### src/core/ais_status_defines.svh
// constants for the status indicator and integrity monitor block
// assumes a 10 MHz system clock and an apb register port
`ifndef AIS_STATUS_DEFINES_SVH
`define AIS_STATUS_DEFINES_SVH

// clock and times in their own units
`define CLK_HZ 10000000
`define LAMP_MS 1000
`define SRM_HOLD_MS 2000
`define SRM_RATE_MS 1000
`define GPS_LOCK_MIN 30
`define REPORT_INTERVAL_MS 30000
`define BAUD_RATE 38400

// cycle counts derived from the times
`define LAMP_CYCLES ((`CLK_HZ / 1000) * `LAMP_MS)
`define SRM_HOLD_CYCLES ((`CLK_HZ / 1000) * `SRM_HOLD_MS)
`define SRM_RATE_CYCLES ((`CLK_HZ / 1000) * `SRM_RATE_MS)
`define GPS_LOCK_CYCLES (64'd60 * `CLK_HZ * `GPS_LOCK_MIN)
`define REPORT_INTERVAL_CYCLES ((`CLK_HZ / 1000) * `REPORT_INTERVAL_MS)
`define BIT_CYCLES (`CLK_HZ / `BAUD_RATE)

// register byte offsets
`define REG_CTRL 8'h00
`define REG_STATUS 8'h04
`define REG_ALARM_LATCH 8'h08
`define REG_REPORT_INTERVAL 8'h0c
`define REG_SRM_TEXT_LO 8'h10
`define REG_SRM_TEXT_HI 8'h14
`define REG_SRM_TYPE 8'h18

// control bit positions
`define CTRL_APP_RUNNING 0
`define CTRL_SRM_CLEAR 1

// status field positions
`define STATUS_STARTUP_DONE 12
`define STATUS_LED_LSB 16
`define STATUS_TX_INHIBIT 20

// reset values, message type and alarm letter base
`define SRM_TEXT_LO_RST 32'h4d41_5944
`define SRM_TEXT_HI_RST 16'h4159
`define SRM_MSG_TYPE 6'h0e
`define ALARM_CHAR_BASE 8'h41

`endif

### src/core/ais_status_pkg.sv
// types shared by the status indicator block
// assumes the defines header sits beside it
package ais_status_pkg;

    // conditioned monitor inputs, high means bad unless noted
    typedef struct packed {
        logic gps_fix;          // high when position is valid
        logic lockout_expired;
        logic supply_bad;
        logic noise_high;
        logic gps_fail;
        logic cog_invalid;
        logic sog_invalid;
        logic gnss_unused;
        logic mismatch_high;
        logic rx2_unlock;
        logic rx1_unlock;
        logic tx_unlock;
    } mon_s;

    typedef struct packed {
        logic blue;
        logic red;
        logic yellow;
        logic green;
    } led_s;

    typedef struct packed {
        logic req;
        logic [5:0] msg_type;
        logic [47:0] text;
    } srm_s;

    typedef logic [11:0] alarm_t;

    typedef enum logic [3:0] {
        LAMP_ON1 = 4'b0001,
        LAMP_OFF1 = 4'b0010,
        LAMP_ON2 = 4'b0100,
        RUN = 4'b1000
    } phase_e;

endpackage

### src/core/ais_status_indicator_monitor.sv
// status leds, integrity self-test alarms and safety message button logic
// assumes monitor pins and the button are asynchronous; scheduler pulses share clock
`include "ais_status_defines.svh"
`timescale 1ns/1ps
`default_nettype none

module ais_status_indicator_monitor
    import ais_status_pkg::*;
#(
    parameter logic [23:0] LAMP_CYCLES = 24'(`LAMP_CYCLES),
    parameter logic [24:0] SRM_HOLD_CYCLES = 25'(`SRM_HOLD_CYCLES),
    parameter logic [23:0] SRM_RATE_CYCLES = 24'(`SRM_RATE_CYCLES),
    parameter logic [35:0] GPS_LOCK_CYCLES = 36'(`GPS_LOCK_CYCLES),
    parameter logic [31:0] REPORT_INTERVAL_CYCLES = 32'(`REPORT_INTERVAL_CYCLES)
) (
    input wire logic clock,
    input wire logic resetn,
    input wire mon_s monitor_pins,
    input wire logic srm_button,
    input wire logic report_sent,
    input wire logic tx_blocked_busy,
    input wire logic psel,
    input wire logic penable,
    input wire logic pwrite,
    input wire logic [7:0] paddr,
    input wire logic [31:0] pwdata,
    output logic [31:0] prdata,
    output logic pready,
    output logic pslverr,
    output led_s leds,
    output srm_s preset_safety_message,
    output logic tx_inhibit,
    output alarm_t alarm_event,
    output logic serial_txd
);

    localparam logic [8:0] BIT_CYCLES = 9'(`BIT_CYCLES);

    // lowest set alarm index
    function automatic logic [3:0] first_set(input alarm_t v);
        logic [3:0] idx;
        idx = 4'h0;
        for (int i = 11; i >= 0; i--) begin
            if (v[i]) begin
                idx = 4'(i);
            end
        end
        return idx;
    endfunction

    mon_s mon_meta_ff, mon_ff;
    logic btn_meta_ff, btn_ff;
    phase_e phase_ff;
    logic [23:0] lamp_cnt_ff;
    logic startup_done_ff, busy_warn_ff, app_running_ff;
    logic [32:0] since_report_ff;
    logic [35:0] nofix_cnt_ff;
    logic gps_nolock_ff;
    alarm_t alarm_ff, alarm_prev_ff, latch_ff, pend_ff;
    logic [31:0] interval_ff, text_lo_ff;
    logic [15:0] text_hi_ff;
    logic [24:0] hold_cnt_ff;
    logic [23:0] rate_cnt_ff;
    logic blue_ff, srm_clear_ff;
    logic [9:0] shift_ff;
    logic [3:0] bits_left_ff;
    logic [8:0] baud_cnt_ff;
    led_s leds_ff;
    srm_s srm_ff;
    logic tx_inhibit_ff, txd_ff, pready_ff, pslverr_ff;
    logic [31:0] prdata_ff, nxt_prdata;
    alarm_t alarm_evt_ff, nxt_alarm;
    logic gps_ready, missed, red_cond, yellow_cond, srm_fire, wr_hit, nxt_err;

    always_ff @(posedge clock or negedge resetn) begin
        if (!resetn) begin
            mon_meta_ff <= '0;
            mon_ff <= '0;
            btn_meta_ff <= 1'b0;
            btn_ff <= 1'b0;
        end else begin
            mon_meta_ff <= monitor_pins;
            mon_ff <= mon_meta_ff;
            btn_meta_ff <= srm_button;
            btn_ff <= btn_meta_ff;
        end
    end

    always_ff @(posedge clock or negedge resetn) begin
        if (!resetn) begin
            phase_ff <= LAMP_ON1;
            lamp_cnt_ff <= 24'h00_0000;
        end else if (phase_ff != RUN) begin
            if (lamp_cnt_ff == LAMP_CYCLES - 24'h00_0001) begin
                lamp_cnt_ff <= 24'h00_0000;
                case (phase_ff)
                    LAMP_ON1: phase_ff <= LAMP_OFF1;
                    LAMP_OFF1: phase_ff <= LAMP_ON2;
                    LAMP_ON2: phase_ff <= RUN;
                    default: phase_ff <= RUN;
                endcase
            end else begin
                lamp_cnt_ff <= lamp_cnt_ff + 24'h00_0001;
            end
        end
    end

    assign gps_ready = mon_ff.gps_fix && !mon_ff.gps_fail;
    assign missed = startup_done_ff && (since_report_ff >= {interval_ff, 1'b0});

    // start-up ends on fix plus first report
    always_ff @(posedge clock or negedge resetn) begin
        if (!resetn) begin
            startup_done_ff <= 1'b0;
        end else if (gps_ready && report_sent) begin
            startup_done_ff <= 1'b1;
        end
    end

    // time since last report, cleared by a report
    always_ff @(posedge clock or negedge resetn) begin
        if (!resetn) begin
            since_report_ff <= 33'h0_0000_0000;
        end else if (report_sent || !startup_done_ff) begin
            since_report_ff <= 33'h0_0000_0000;
        end else if (!missed) begin
            since_report_ff <= since_report_ff + 33'h0_0000_0001;
        end
    end

    // busy channel warning, set wins, cleared when a report goes out
    always_ff @(posedge clock or negedge resetn) begin
        if (!resetn) begin
            busy_warn_ff <= 1'b0;
        end else if (tx_blocked_busy) begin
            busy_warn_ff <= 1'b1;
        end else if (report_sent) begin
            busy_warn_ff <= 1'b0;
        end
    end

    // no gps lock for thirty minutes
    always_ff @(posedge clock or negedge resetn) begin
        if (!resetn) begin
            nofix_cnt_ff <= 36'h0_0000_0000;
            gps_nolock_ff <= 1'b0;
        end else if (mon_ff.gps_fix) begin
            nofix_cnt_ff <= 36'h0_0000_0000;
            gps_nolock_ff <= 1'b0;
        end else if (nofix_cnt_ff >= GPS_LOCK_CYCLES - 36'h0_0000_0001) begin
            gps_nolock_ff <= 1'b1;
        end else begin
            nofix_cnt_ff <= nofix_cnt_ff + 36'h0_0000_0001;
        end
    end

    // self-test vector evaluated every cycle; one bit per test
    assign nxt_alarm = {gps_nolock_ff, mon_ff.lockout_expired, mon_ff.supply_bad,
        mon_ff.noise_high, mon_ff.gps_fail, mon_ff.cog_invalid, mon_ff.sog_invalid,
        mon_ff.gnss_unused, mon_ff.mismatch_high, mon_ff.rx2_unlock,
        mon_ff.rx1_unlock, mon_ff.tx_unlock};

    // alarm rising edges become event pulses
    always_ff @(posedge clock or negedge resetn) begin
        if (!resetn) begin
            alarm_ff <= '0;
            alarm_prev_ff <= '0;
            alarm_evt_ff <= '0;
        end else begin
            alarm_ff <= nxt_alarm;
            alarm_prev_ff <= alarm_ff;
            alarm_evt_ff <= alarm_ff & ~alarm_prev_ff;
        end
    end

    assign red_cond = gps_nolock_ff || mon_ff.lockout_expired || mon_ff.supply_bad ||
        mon_ff.noise_high || mon_ff.mismatch_high;
    assign yellow_cond = !startup_done_ff || missed || !gps_ready || busy_warn_ff;

    always_ff @(posedge clock or negedge resetn) begin
        if (!resetn) begin
            // leds dark and transmit inhibited in reset
            leds_ff <= '0;
            tx_inhibit_ff <= 1'b1;
        end else begin
            // inhibit transmit while sensor not ready
            tx_inhibit_ff <= !gps_ready;
            case (phase_ff)
                LAMP_ON1, LAMP_ON2: leds_ff <= '1;
                LAMP_OFF1: leds_ff <= '0;
                RUN: begin
                    leds_ff.blue <= blue_ff;
                    leds_ff.red <= red_cond;
                    leds_ff.yellow <= yellow_cond;
                    leds_ff.green <= startup_done_ff && app_running_ff;
                end
                default: leds_ff <= '0;
            endcase
        end
    end

    // button hold counter, fires once per press
    assign srm_fire = (hold_cnt_ff == SRM_HOLD_CYCLES) && (phase_ff == RUN);
    always_ff @(posedge clock or negedge resetn) begin
        if (!resetn) begin
            hold_cnt_ff <= 25'h000_0000;
        end else if (!btn_ff) begin
            hold_cnt_ff <= 25'h000_0000;
        end else if (hold_cnt_ff <= SRM_HOLD_CYCLES) begin
            hold_cnt_ff <= hold_cnt_ff + 25'h000_0001;
        end
    end

    always_ff @(posedge clock or negedge resetn) begin
        if (!resetn) begin
            blue_ff <= 1'b0;
            rate_cnt_ff <= 24'h00_0000;
            srm_ff.req <= 1'b0;
        end else begin
            srm_ff.req <= 1'b0;
            if (srm_fire && !blue_ff && rate_cnt_ff == 24'h00_0000) begin
                srm_ff.req <= 1'b1;
                blue_ff <= 1'b1;
                rate_cnt_ff <= SRM_RATE_CYCLES - 24'h00_0001;
            end else begin
                if (srm_clear_ff) begin
                    blue_ff <= 1'b0;
                end
                if (rate_cnt_ff != 24'h00_0000) begin
                    rate_cnt_ff <= rate_cnt_ff - 24'h00_0001;
                end
            end
        end
    end

    // message type and payload presented with the request
    always_ff @(posedge clock or negedge resetn) begin
        if (!resetn) begin
            srm_ff.msg_type <= 6'h00;
            srm_ff.text <= 48'h0000_0000_0000;
        end else begin
            srm_ff.msg_type <= `SRM_MSG_TYPE;
            srm_ff.text <= {text_lo_ff, text_hi_ff};
        end
    end

    // 8n1 transmitter sending one letter per pending alarm
    always_ff @(posedge clock or negedge resetn) begin
        if (!resetn) begin
            pend_ff <= '0;
            shift_ff <= 10'h3ff;
            bits_left_ff <= 4'h0;
            baud_cnt_ff <= 9'h000;
            txd_ff <= 1'b1;
        end else if (bits_left_ff == 4'h0) begin
            txd_ff <= 1'b1;
            if (pend_ff != '0) begin
                shift_ff <= {1'b1, `ALARM_CHAR_BASE + 8'(first_set(pend_ff)), 1'b0};
                bits_left_ff <= 4'ha;
                baud_cnt_ff <= 9'h000;
                pend_ff <= (pend_ff & ~(12'h001 << first_set(pend_ff))) | alarm_evt_ff;
            end else begin
                pend_ff <= pend_ff | alarm_evt_ff;
            end
        end else begin
            pend_ff <= pend_ff | alarm_evt_ff;
            if (baud_cnt_ff == 9'h000) begin
                txd_ff <= shift_ff[0];
                shift_ff <= {1'b1, shift_ff[9:1]};
                baud_cnt_ff <= BIT_CYCLES - 9'h001;
            end else if (baud_cnt_ff == 9'h001 && bits_left_ff != 4'h0) begin
                baud_cnt_ff <= 9'h000;
                bits_left_ff <= bits_left_ff - 4'h1;
            end else begin
                baud_cnt_ff <= baud_cnt_ff - 9'h001;
            end
        end
    end

    // apb access decode
    assign wr_hit = psel && penable && pready_ff && pwrite;
    always_comb begin
        nxt_prdata = 32'h0000_0000;
        nxt_err = 1'b0;
        case (paddr)
            `REG_CTRL: nxt_prdata = {31'h0000_0000, app_running_ff};
            `REG_STATUS: nxt_prdata = {11'h000, tx_inhibit_ff, leds_ff, 3'h0,
                startup_done_ff, alarm_ff};
            `REG_ALARM_LATCH: nxt_prdata = {20'h0_0000, latch_ff};
            `REG_REPORT_INTERVAL: nxt_prdata = interval_ff;
            `REG_SRM_TEXT_LO: nxt_prdata = text_lo_ff;
            `REG_SRM_TEXT_HI: nxt_prdata = {16'h0000, text_hi_ff};
            `REG_SRM_TYPE: nxt_prdata = {26'h000_0000, `SRM_MSG_TYPE};
            default: nxt_err = 1'b1;
        endcase
    end

    // apb answer one cycle into the access phase
    always_ff @(posedge clock or negedge resetn) begin
        if (!resetn) begin
            pready_ff <= 1'b0;
            pslverr_ff <= 1'b0;
            prdata_ff <= 32'h0000_0000;
        end else begin
            pready_ff <= psel && penable && !pready_ff;
            pslverr_ff <= psel && penable && !pready_ff && nxt_err;
            prdata_ff <= (psel && penable && !pready_ff && !pwrite) ? nxt_prdata
                : 32'h0000_0000;
        end
    end

    always_ff @(posedge clock or negedge resetn) begin
        if (!resetn) begin
            app_running_ff <= 1'b0;
            srm_clear_ff <= 1'b0;
            latch_ff <= '0;
            interval_ff <= REPORT_INTERVAL_CYCLES;
            text_lo_ff <= `SRM_TEXT_LO_RST;
            text_hi_ff <= `SRM_TEXT_HI_RST;
        end else begin
            srm_clear_ff <= wr_hit && paddr == `REG_CTRL && pwdata[`CTRL_SRM_CLEAR];
            // new alarm sets win over an acknowledge
            latch_ff <= (latch_ff & ~((wr_hit && paddr == `REG_ALARM_LATCH)
                ? pwdata[11:0] : 12'h000)) | alarm_evt_ff;
            if (wr_hit) begin
                case (paddr)
                    `REG_CTRL: app_running_ff <= pwdata[`CTRL_APP_RUNNING];
                    `REG_REPORT_INTERVAL: interval_ff <= pwdata;
                    `REG_SRM_TEXT_LO: text_lo_ff <= pwdata;
                    `REG_SRM_TEXT_HI: text_hi_ff <= pwdata[15:0];
                    default: ;
                endcase
            end
        end
    end

    assign leds = leds_ff;
    assign preset_safety_message = srm_ff;
    assign tx_inhibit = tx_inhibit_ff;
    assign alarm_event = alarm_evt_ff;
    assign serial_txd = txd_ff;
    assign prdata = prdata_ff;
    assign pready = pready_ff;
    assign pslverr = pslverr_ff;
endmodule

`default_nettype wire

### config.mk
export PLATFORM = sky130hd
export DESIGN_NAME = ais_status_indicator_monitor
export DESIGN_NICKNAME = d
export VERILOG_FILES = /design/src/core/ais_status_pkg.sv /design/src/core/ais_status_indicator_monitor.sv
export VERILOG_INCLUDE_DIRS = /design/src /design/src/core
export SDC_FILE = /design/constraint.sdc
export NUM_CORES = 1
export LEC_CHECK = 0
export ABC_CLOCK_PERIOD_IN_PS = 4200
export BUFFER_PORTS_ARGS = -buffer_cell sky130_fd_sc_hd__buf_2
export CORE_MARGIN = 2
export CORE_UTILIZATION = 55
export CTS_BUF_LIST = sky130_fd_sc_hd__clkbuf_2 sky130_fd_sc_hd__clkbuf_4 sky130_fd_sc_hd__clkbuf_8
export CTS_CLUSTER_DIAMETER = 200
export CTS_CLUSTER_SIZE = 30
export DETAILED_ROUTE_END_ITERATION = 6
export PLACE_DENSITY_LB_ADDON = 0.1
export SLEW_MARGIN = 20
export SYNTH_ARGS = -nofsm -noshare
export SYNTH_HDL_FRONTEND = slang
export SYNTH_SLANG_ARGS = --single-unit
### constraint.sdc
create_clock -name clock -period 4.2 [get_ports clock]
set_clock_uncertainty 0.05 [all_clocks]
set_input_delay 0.42 -clock clock [delete_from_list [all_inputs] [get_ports clock]]
set_output_delay 0.42 -clock clock [all_outputs]
set_load 0.02 [all_outputs]
==> metrics.yaml, run 1 <==
fin_ws_ns: 0.944
cap_violations: 0
max_freq_mhz: 307
rows: 67
grt_max_degree: 130
cts_tree: "yes"
pre_cts_ws_ns: 0.827
h-tree-depth: 1
drt-total-wl_um: 40700
fillers: 2800
hold_slack_ns: 0.0311
critical_path.top_delay_family: "compound AO/OA/AOI/OAI gates"
synthTopCellsByArea: "dfrtp_1, dfstp_2, mux2_2"
relSlewSlack_pct: 28.9
crit_buf_inv: 1
comb_power_share_pct: 4.1
cp_num_cells: 9
seq_area_mm2: 0.0108
tightest_slew_ns: 1.06
peakVddDrop_mv: 0.301
yosys.cell_types.count: 67
p_leak_nw: 9.65
cts.reportedPaths.clkPinSlew_ns: 0.18
antenna_left: 0
clock_path_buffers: 3
die_area_mm2: 0.0352
overflow: 0
core_mm2: 0.0334
syn-mean-instance-area_um2: 11.1
crit_start: "interval_ff[9]"
synth_area_leader_cell: "dfrtp_1"
finalHoldViolCount: 0
vias_per_cell: 5.68
cp_cell_sequence: "inv_1, ha_1, a21oi_1, o21ai_0, a211oi_1, a211oi_1, o311a_2, or4b_2, a21oi_1"
syn-cell-area_mm2: 0.0186
worstSetupEndpointType: "flop"
syn-instance-count: 1679
drtIter0Drc: 878
async_flop_share_pct: 100
gp_congestion: 0.857
timing.reg2reg.setup_slack_ns: 0.94
antenna_found_initial: 6
slew_violations: 0
cp.required_ns: 4.68
insertion_delay_ns: 0.61
clk_root_buffer_cell: "clkbuf_8"
cts_sinks: 430
yosysMostFrequentCell: "dfrtp_1"
drive_gt1_share_pct: 18.8
synth_edf_count: 0
port_buffers: 163
arrival_ns: 3.74
reg2reg_from: "interval_ff[9]"
dp_hpwl_um: 28000
initial_core_util_pct: 55.6
hp-class: "in2reg"
drc: 0
nets: 1959
pin_count: 167
synth_seq_area_share_pct: 58.2
p_int_mw: 4.83
ys.flop_type: "dfrtp_1"
power.density_mw_per_mm2: 302
cts_resized: 0
route.vias.total: 13200
fin_crit_ns: 3.26
rsz0062_at_grt: "false"
avgRoutedWirePerCell_um: 17.6
hold_start: "pwdata[11]"
die_h_um: 188
ys_seq_elements: 430
postCtsSetupRepairBufs: 0
yosysWarnings: 0
first_pass_iters: 7
area_delta_synth_final_pct: 11.4
clkPwrFrac_pct: 28.2
crit_path_max_incr_delay_ns: 0.73
setup_tns_ns: 0
grtUsageTotal_pct: 23.6
crit_fanout: 65
fp.dieW_um: 188
p_seq_share_pct: 67.7
path_class: "reg2reg"
switching_power_mw: 1.42
r2r_cells: 9
cp-endpoint: "since_report_ff[12]"
multiInputGateArea_mm2: 0.00723
finalCritPeriodShare_pct: 77.5
grt_pass1_wl_um: 67800
synthTopCellsByCount: "dfrtp_1, nand2_1, nor2_1, o21ai_0, a21oi_1"
grt_pass1_vias: 12900
numCtsBuffers: 18
switching_share_pct: 22.8
setup_viol: 0
r2r_end: "since_report_ff[12]"
outcome: "complete, no violations"
cpMaxStageDelayCell: "or4b_2"
synth_top_area_share_pct: 52.6
startpoint_type: "flop"
[power by group through the flow]
stage,combinational (mW),sequential (mW),clock (mW)
2_1_floorplan,0.0665,4.30,0
3_3_place_gp,0.232,4.31,0
3_5_place_dp,0.235,4.31,0
4_1_cts,0.264,4.23,1.84
5_1_grt,0.292,4.24,1.99
6_report,0.257,4.23,1.76
[cell families after synthesis]
group,count (synthesis),share of synthesized area [%]
AND/OR/NAND/NOR,612,17.4
buffers and inverters,139,3.05
AO/OA/AOI/OAI,308,10.7
XOR/XNOR,83,3.92
flip-flops,430,58.2
adder cells (fa/ha/maj),45,3.03
multiplexers,60,3.62
other,2,0.0405
[registers in the layout (all words and copies together) (netlist names), 9 cells and up]
name                   count
hold_cnt_ff               25
since_report_ff           33
text_hi_ff                16
rate_cnt_ff               24
interval_ff               32
preset_safety_message     50
nofix_cnt_ff              36
alarm_prev_ff             12
alarm_ff                  12
pend_ff                   12
mon_ff                    12
lamp_cnt_ff               24
latch_ff                  12
text_lo_ff                32
shift_ff                   9
mon_meta_ff               12
baud_cnt_ff                9
alarm_event               12
prdata                    32
[worst register-to-register path, cell delays in order, from the launching register on]
cell,delay (ns)
dfstp_2,0.57
inv_1,0.05
ha_1,0.29
a21oi_1,0.12
o21ai_0,0.13
a211oi_1,0.23
a211oi_1,0.12
o311a_2,0.70
or4b_2,0.76
a21oi_1,0.16
[placed cells by master, fill, tap and decap left out, types with 10 or more instances in the layout]
| cell type | synthesis | final |
|---|---|---|
| a21o_1 | 26 | 26 |
| o31ai_1 | 35 | 35 |
| a22oi_1 | 31 | 31 |
| nor3_1 | 40 | 39 |
| inv_1 | 65 | 65 |
| a222oi_1 | 10 | 10 |
| clkbuf_4 | 0 | 12 |
| dfstp_2 | 40 | 40 |
| dlygate4sd3_1 | 0 | 38 |
| dfrtp_1 | 390 | 390 |
| mux2_2 | 56 | 56 |
| nor4_1 | 18 | 17 |
| or4_1 | 35 | 35 |
| nand2b_1 | 16 | 16 |
| xor2_1 | 39 | 39 |
| nor2b_1 | 27 | 25 |
| nand4_1 | 34 | 34 |
| buf_2 | 5 | 162 |
| nor2_1 | 125 | 125 |
| and3_1 | 25 | 25 |
| nand3_1 | 55 | 54 |
| o21ai_0 | 80 | 79 |
| or2_2 | 10 | 10 |
| a21oi_1 | 68 | 68 |
| xnor2_1 | 44 | 44 |
| clkbuf_8 | 0 | 19 |
| or3_1 | 17 | 17 |
| ha_1 | 45 | 45 |
| nand2_1 | 139 | 139 |
| and2_1 | 32 | 32 |
| buf_4 | 5 | 22 |
[worst min-delay path by stage]
| stage | endpoint | slack [ns] | depth (start not counted) |
|---|---|---|---|
| floorplan | alarm_event[0] | 0.07 | 0 |
| global placement | mon_ff[11] | 0.28 | 0 |
| detailed placement | mon_ff[5] | 0.28 | 0 |
| CTS | interval_ff[11] | 0.007 | 3 |
| global route | interval_ff[11] | 0.005 | 3 |
| finish | interval_ff[11] | 0.03 | 3 |
[layer usage]
| metal | track usage [%] | part of all wire, % | vias up |
|---|---|---|---|
| li1 | - | - | 6273 |
| met1 | 34.6 | 47 | 6514 |
| met2 | 36.6 | 46 | 317 |
| met3 | 3.74 | 5.2 | 56 |
| met4 | 6.69 | 2.6 | 4 |
| met5 | 0 | 0.059 | - |
[area by class of cell]
| cell class | instances | area share [%] |
|---|---|---|
| clock inverter | 1 | 0.0968 |
| sequential | 430 | 52.3 |
| timing repair buffer | 227 | 7.02 |
| clock buffer | 31 | 1.70 |
| inverter | 65 | 1.18 |
| antenna | 3 | 0.0363 |
| multi-input combinational | 1112 | 35.0 |
| tap | 448 | 2.71 |
[timing repair]
item,CTS,global route
hold endpoints to repair,162,0
setup endpoints to repair,0,0
hold buffers,38,0
[per-stage QoR]
stage / cell area, um^2 / utilization (%) / power (mW) / std cells
CTS: 20700 / 61.9 / 6.34 / 2314
detailed placement: 19900 / 59.7 / 4.54 / 2244
floorplan: 18600 / - / 4.37 / 1681
global route: 20700 / 62.0 / 6.52 / 2317
global placement: 19900 / 59.7 / 4.54 / 2244
finish: 20700 / 62.0 / 6.25 / 2317
No activity file was read; power rests on OpenSTA's default activity.
==> inputs of run 2 (changes only) <==
- ABC_AREA: unset -> 1
- ABC_CLOCK_PERIOD_IN_PS: 4200 -> 2700
- clock period: 4.2 -> 2.7 ns (I/O delays scaled with it)
==> run 2 against run 1 <==
Effect of this change:
- non-clock buffer count rose by 25
- critical path type unchanged
- routed wire length grew 33%
- fmax up 30%
- core utilization rose by 0.27 points
- critical path depth is 1 higher
- via count rose by 29%
- highest routed layer unchanged
- final cell count increased by 33%
- die area rose by 10%
- synthesized cell count rose by 44%
- sequential cell count unchanged
- hold slack better by 0.047 ns
==> metrics.yaml, run 2 <==
yosysMostFrequentCell: "nand2_1"
drt-total-wl_um: 54100  # +33%
drtIter0Drc: 1172  # +33%
arrival_ns: 2.95  # -0.79 ns
path_class: "reg2reg"
largest_reg_flops: 50  # unchanged
cts_sinks: 430  # unchanged
pin_count: 167  # unchanged
fillers: 3266  # +17%
grt_pass1_vias: 16200  # +26%
antenna_left: 0  # unchanged
relSlewSlack_pct: 32.2  # +3.3 points
power.density_mw_per_mm2: 432  # +43%
crit_path_max_incr_delay_ns: 0.51  # -0.22 ns
synthTopCellsByCount: "nand2_1, dfrtp_1, inv_1, nor2_1, o21ai_0"
p_leak_nw: 11.0  # +14%
critical_path.top_delay_family: "simple AND/OR/NAND/NOR gates"
core_mm2: 0.0366  # +9.7%
area_delta_synth_final_pct: 11.3  # about the same
startpoint_type: "flop"
numCtsBuffers: 18  # unchanged
hp-class: "in2async"
cp.required_ns: 3.15  # -1.53 ns
synth_area_leader_cell: "dfrtp_1"
mostFrequentLayoutCells: "nand2_1, dfrtp_1, inv_1, nor2_1, o21ai_0"
postCtsSetupRepairBufs: 0  # unchanged
syn-mean-instance-area_um2: 8.49  # -23%
cap_violations: 0  # unchanged
port_buffers: 163  # unchanged
ys.flop_type: "dfrtp_1"
synthTopCellsByArea: "dfrtp_1, nand2_1, dfstp_2"
fp.dieW_um: 197  # +4.9%
rsz0062_at_grt: "false"
first_pass_iters: 7  # unchanged
crit_buf_inv: 1  # unchanged
grtUsageTotal_pct: 28.3  # +4.7 points
h-tree-depth: 1  # unchanged
syn-instance-count: 2412  # +44%
die_area_mm2: 0.0388  # +10%
vias_per_cell: 5.49  # -3.5%
dp_hpwl_um: 39800  # +42%
syn-cell-area_mm2: 0.0205  # +10%
finalHoldViolCount: 0  # unchanged
cts_tree: "yes"
synth_top_area_share_pct: 47.7  # -4.9 points
antenna_found_initial: 1  # -5
ys_seq_elements: 430  # unchanged
grt_max_degree: 88  # -32%
setup_tns_ns: 0  # unchanged
nets: 2718  # +39%
overflow: 0  # unchanged
crit_fanout: 38  # -42%
cts.reportedPaths.clkPinSlew_ns: 0.20  # +0.02 ns
final_util_pct: 62.2  # +0.27 points
insertion_delay_ns: 0.62  # about the same
clock_path_buffers: 3  # unchanged
clk_root_buffer_cell: "clkbuf_8"
synth_edf_count: 0  # unchanged
cp_cell_sequence: "ha_1, a21oi_1, o21ai_1, a21oi_1, nand2_1, nor2_2, nand2_4, nand2_1, buf_6, o21ai_0"
grt_pass1_wl_um: 87400  # +29%
drive_gt1_share_pct: 11.5  # -7.3 points
synth_seq_area_share_pct: 52.8  # -5.4 points
yosys.cell_types.count: 50  # -25%
layout_commonest_cell: "nand2_1"
peakVddDrop_mv: 0.475  # +58%
async_flop_share_pct: 100  # unchanged
worstSetupEndpointType: "flop"
fin_crit_ns: 2.50  # -0.760 ns
initial_core_util_pct: 55.9  # +0.28 points
max_freq_mhz: 401  # +30%
route.vias.total: 17000  # +29%
setup_viol: 0  # unchanged
avgRoutedWirePerCell_um: 17.5  # -0.41%
die_h_um: 197  # +4.9%
rows: 70  # +4.5%
yosysWarnings: 0  # unchanged
slew_violations: 0  # unchanged
gp_congestion: 0.934  # +8.9%
outcome: "complete, no violations"
drc: 0  # unchanged
finalCritPeriodShare_pct: 92.4  # +15 points
diodes: 0  # -3
tightest_slew_ns: 1.01  # -0.0526 ns
cpMaxStageDelayCell: "dfrtp_1"
[run 2: cell families (layout without fill, tap and decap cells)]
kind of cell | count (synthesis) | count (layout) | share of synthesized area (%)
AO/OA/AOI/OAI | 279 | 279 | 7.60
XOR/XNOR | 91 | 91 | 3.89
adder cells (fa/ha/maj) | 45 | 45 | 2.75
buffers and inverters | 358 | 568 | 7.02
flip-flops | 430 | 430 | 52.8
multiplexers | 2 | 2 | 0.0978
other | 2 | 4 | 0.0367
AND/OR/NAND/NOR | 1205 | 1205 | 25.8
[run 2: power breakdown]
group,leakage [nW],internal [mW],total (mW),switching [mW]
combinational,5.28,0.158,0.487,0.329
clock,0.197,0.836,2.79,1.95
sequential,5.56,6.52,6.57,0.0498
[run 2: per-stage QoR]
| stage | hold slack, ns | power [mW] | cells | setup WS [ns] | instance area (um^2) |
|---|---|---|---|---|---|
| 3_3_place_gp | 0.187 | 7.11 | 3007 | 0.282 | 21900 |
| 6_report | 0.0781 | 9.84 | 3092 | 0.205 | 22800 |
| 3_5_place_dp | 0.185 | 7.11 | 3007 | 0.178 | 21900 |
| 5_1_grt | 0.0962 | 10.2 | 3092 | 0.0108 | 22800 |
| 4_1_cts | 0.0688 | 9.95 | 3092 | 0.138 | 22800 |
| 2_1_floorplan | -0.0756 | 6.82 | 2414 | 0.614 | 20500 |
[run 2: final cells by class]
cell class	count	area, um^2	share of cell area [%]
Inverter	285	1070	4.69
Timing Repair Buffer	252	1720	7.55
Clock inverter	1	20.0	0.0879
Sequential cell	430	10800	47.4
Clock buffer	30	344	1.51
Tap cell	468	586	2.57
Multi-Input combinational cell	1626	8240	36.1
[run 2: metal layers]
layer	share of wire [%]	vias to the layer above	routed length [um]	track usage, %
met5	0.015	-	8	0
met4	1.8	2	981	5.37
met3	4.8	56	2620	2.64
met2	48	469	25900	47.1
met1	45	8258	24600	41.0
li1	-	8176	-	-
[run 2: what timing repair did]
action | CTS | global route
hold endpoints to repair | 336 | 0
hold buffers | 54 | 0
gates resized for setup | 0 | 1
endpoints found under the setup margin | 0 | 29
[run 2: worst paths after layout]
| path | start | to | slack (ns) | depth (start not counted) |
|---|---|---|---|---|
| setup / recovery | since_report_ff[28] | since_report_ff[2] | 0.20 | 10 |
| hold / removal | resetn | since_report_ff[14] | 0.08 | 2 |
| setup reg to reg | since_report_ff[28] | since_report_ff[2] | 0.20 | 10 |
| hold reg to reg | btn_meta_ff | btn_ff | 0.31 | 0 |
| max in group asynchronous | resetn | text_lo_ff[26] | 1.61 | 4 |
| min in group clock | paddr[3] | srm_clear_ff | 0.11 | 8 |
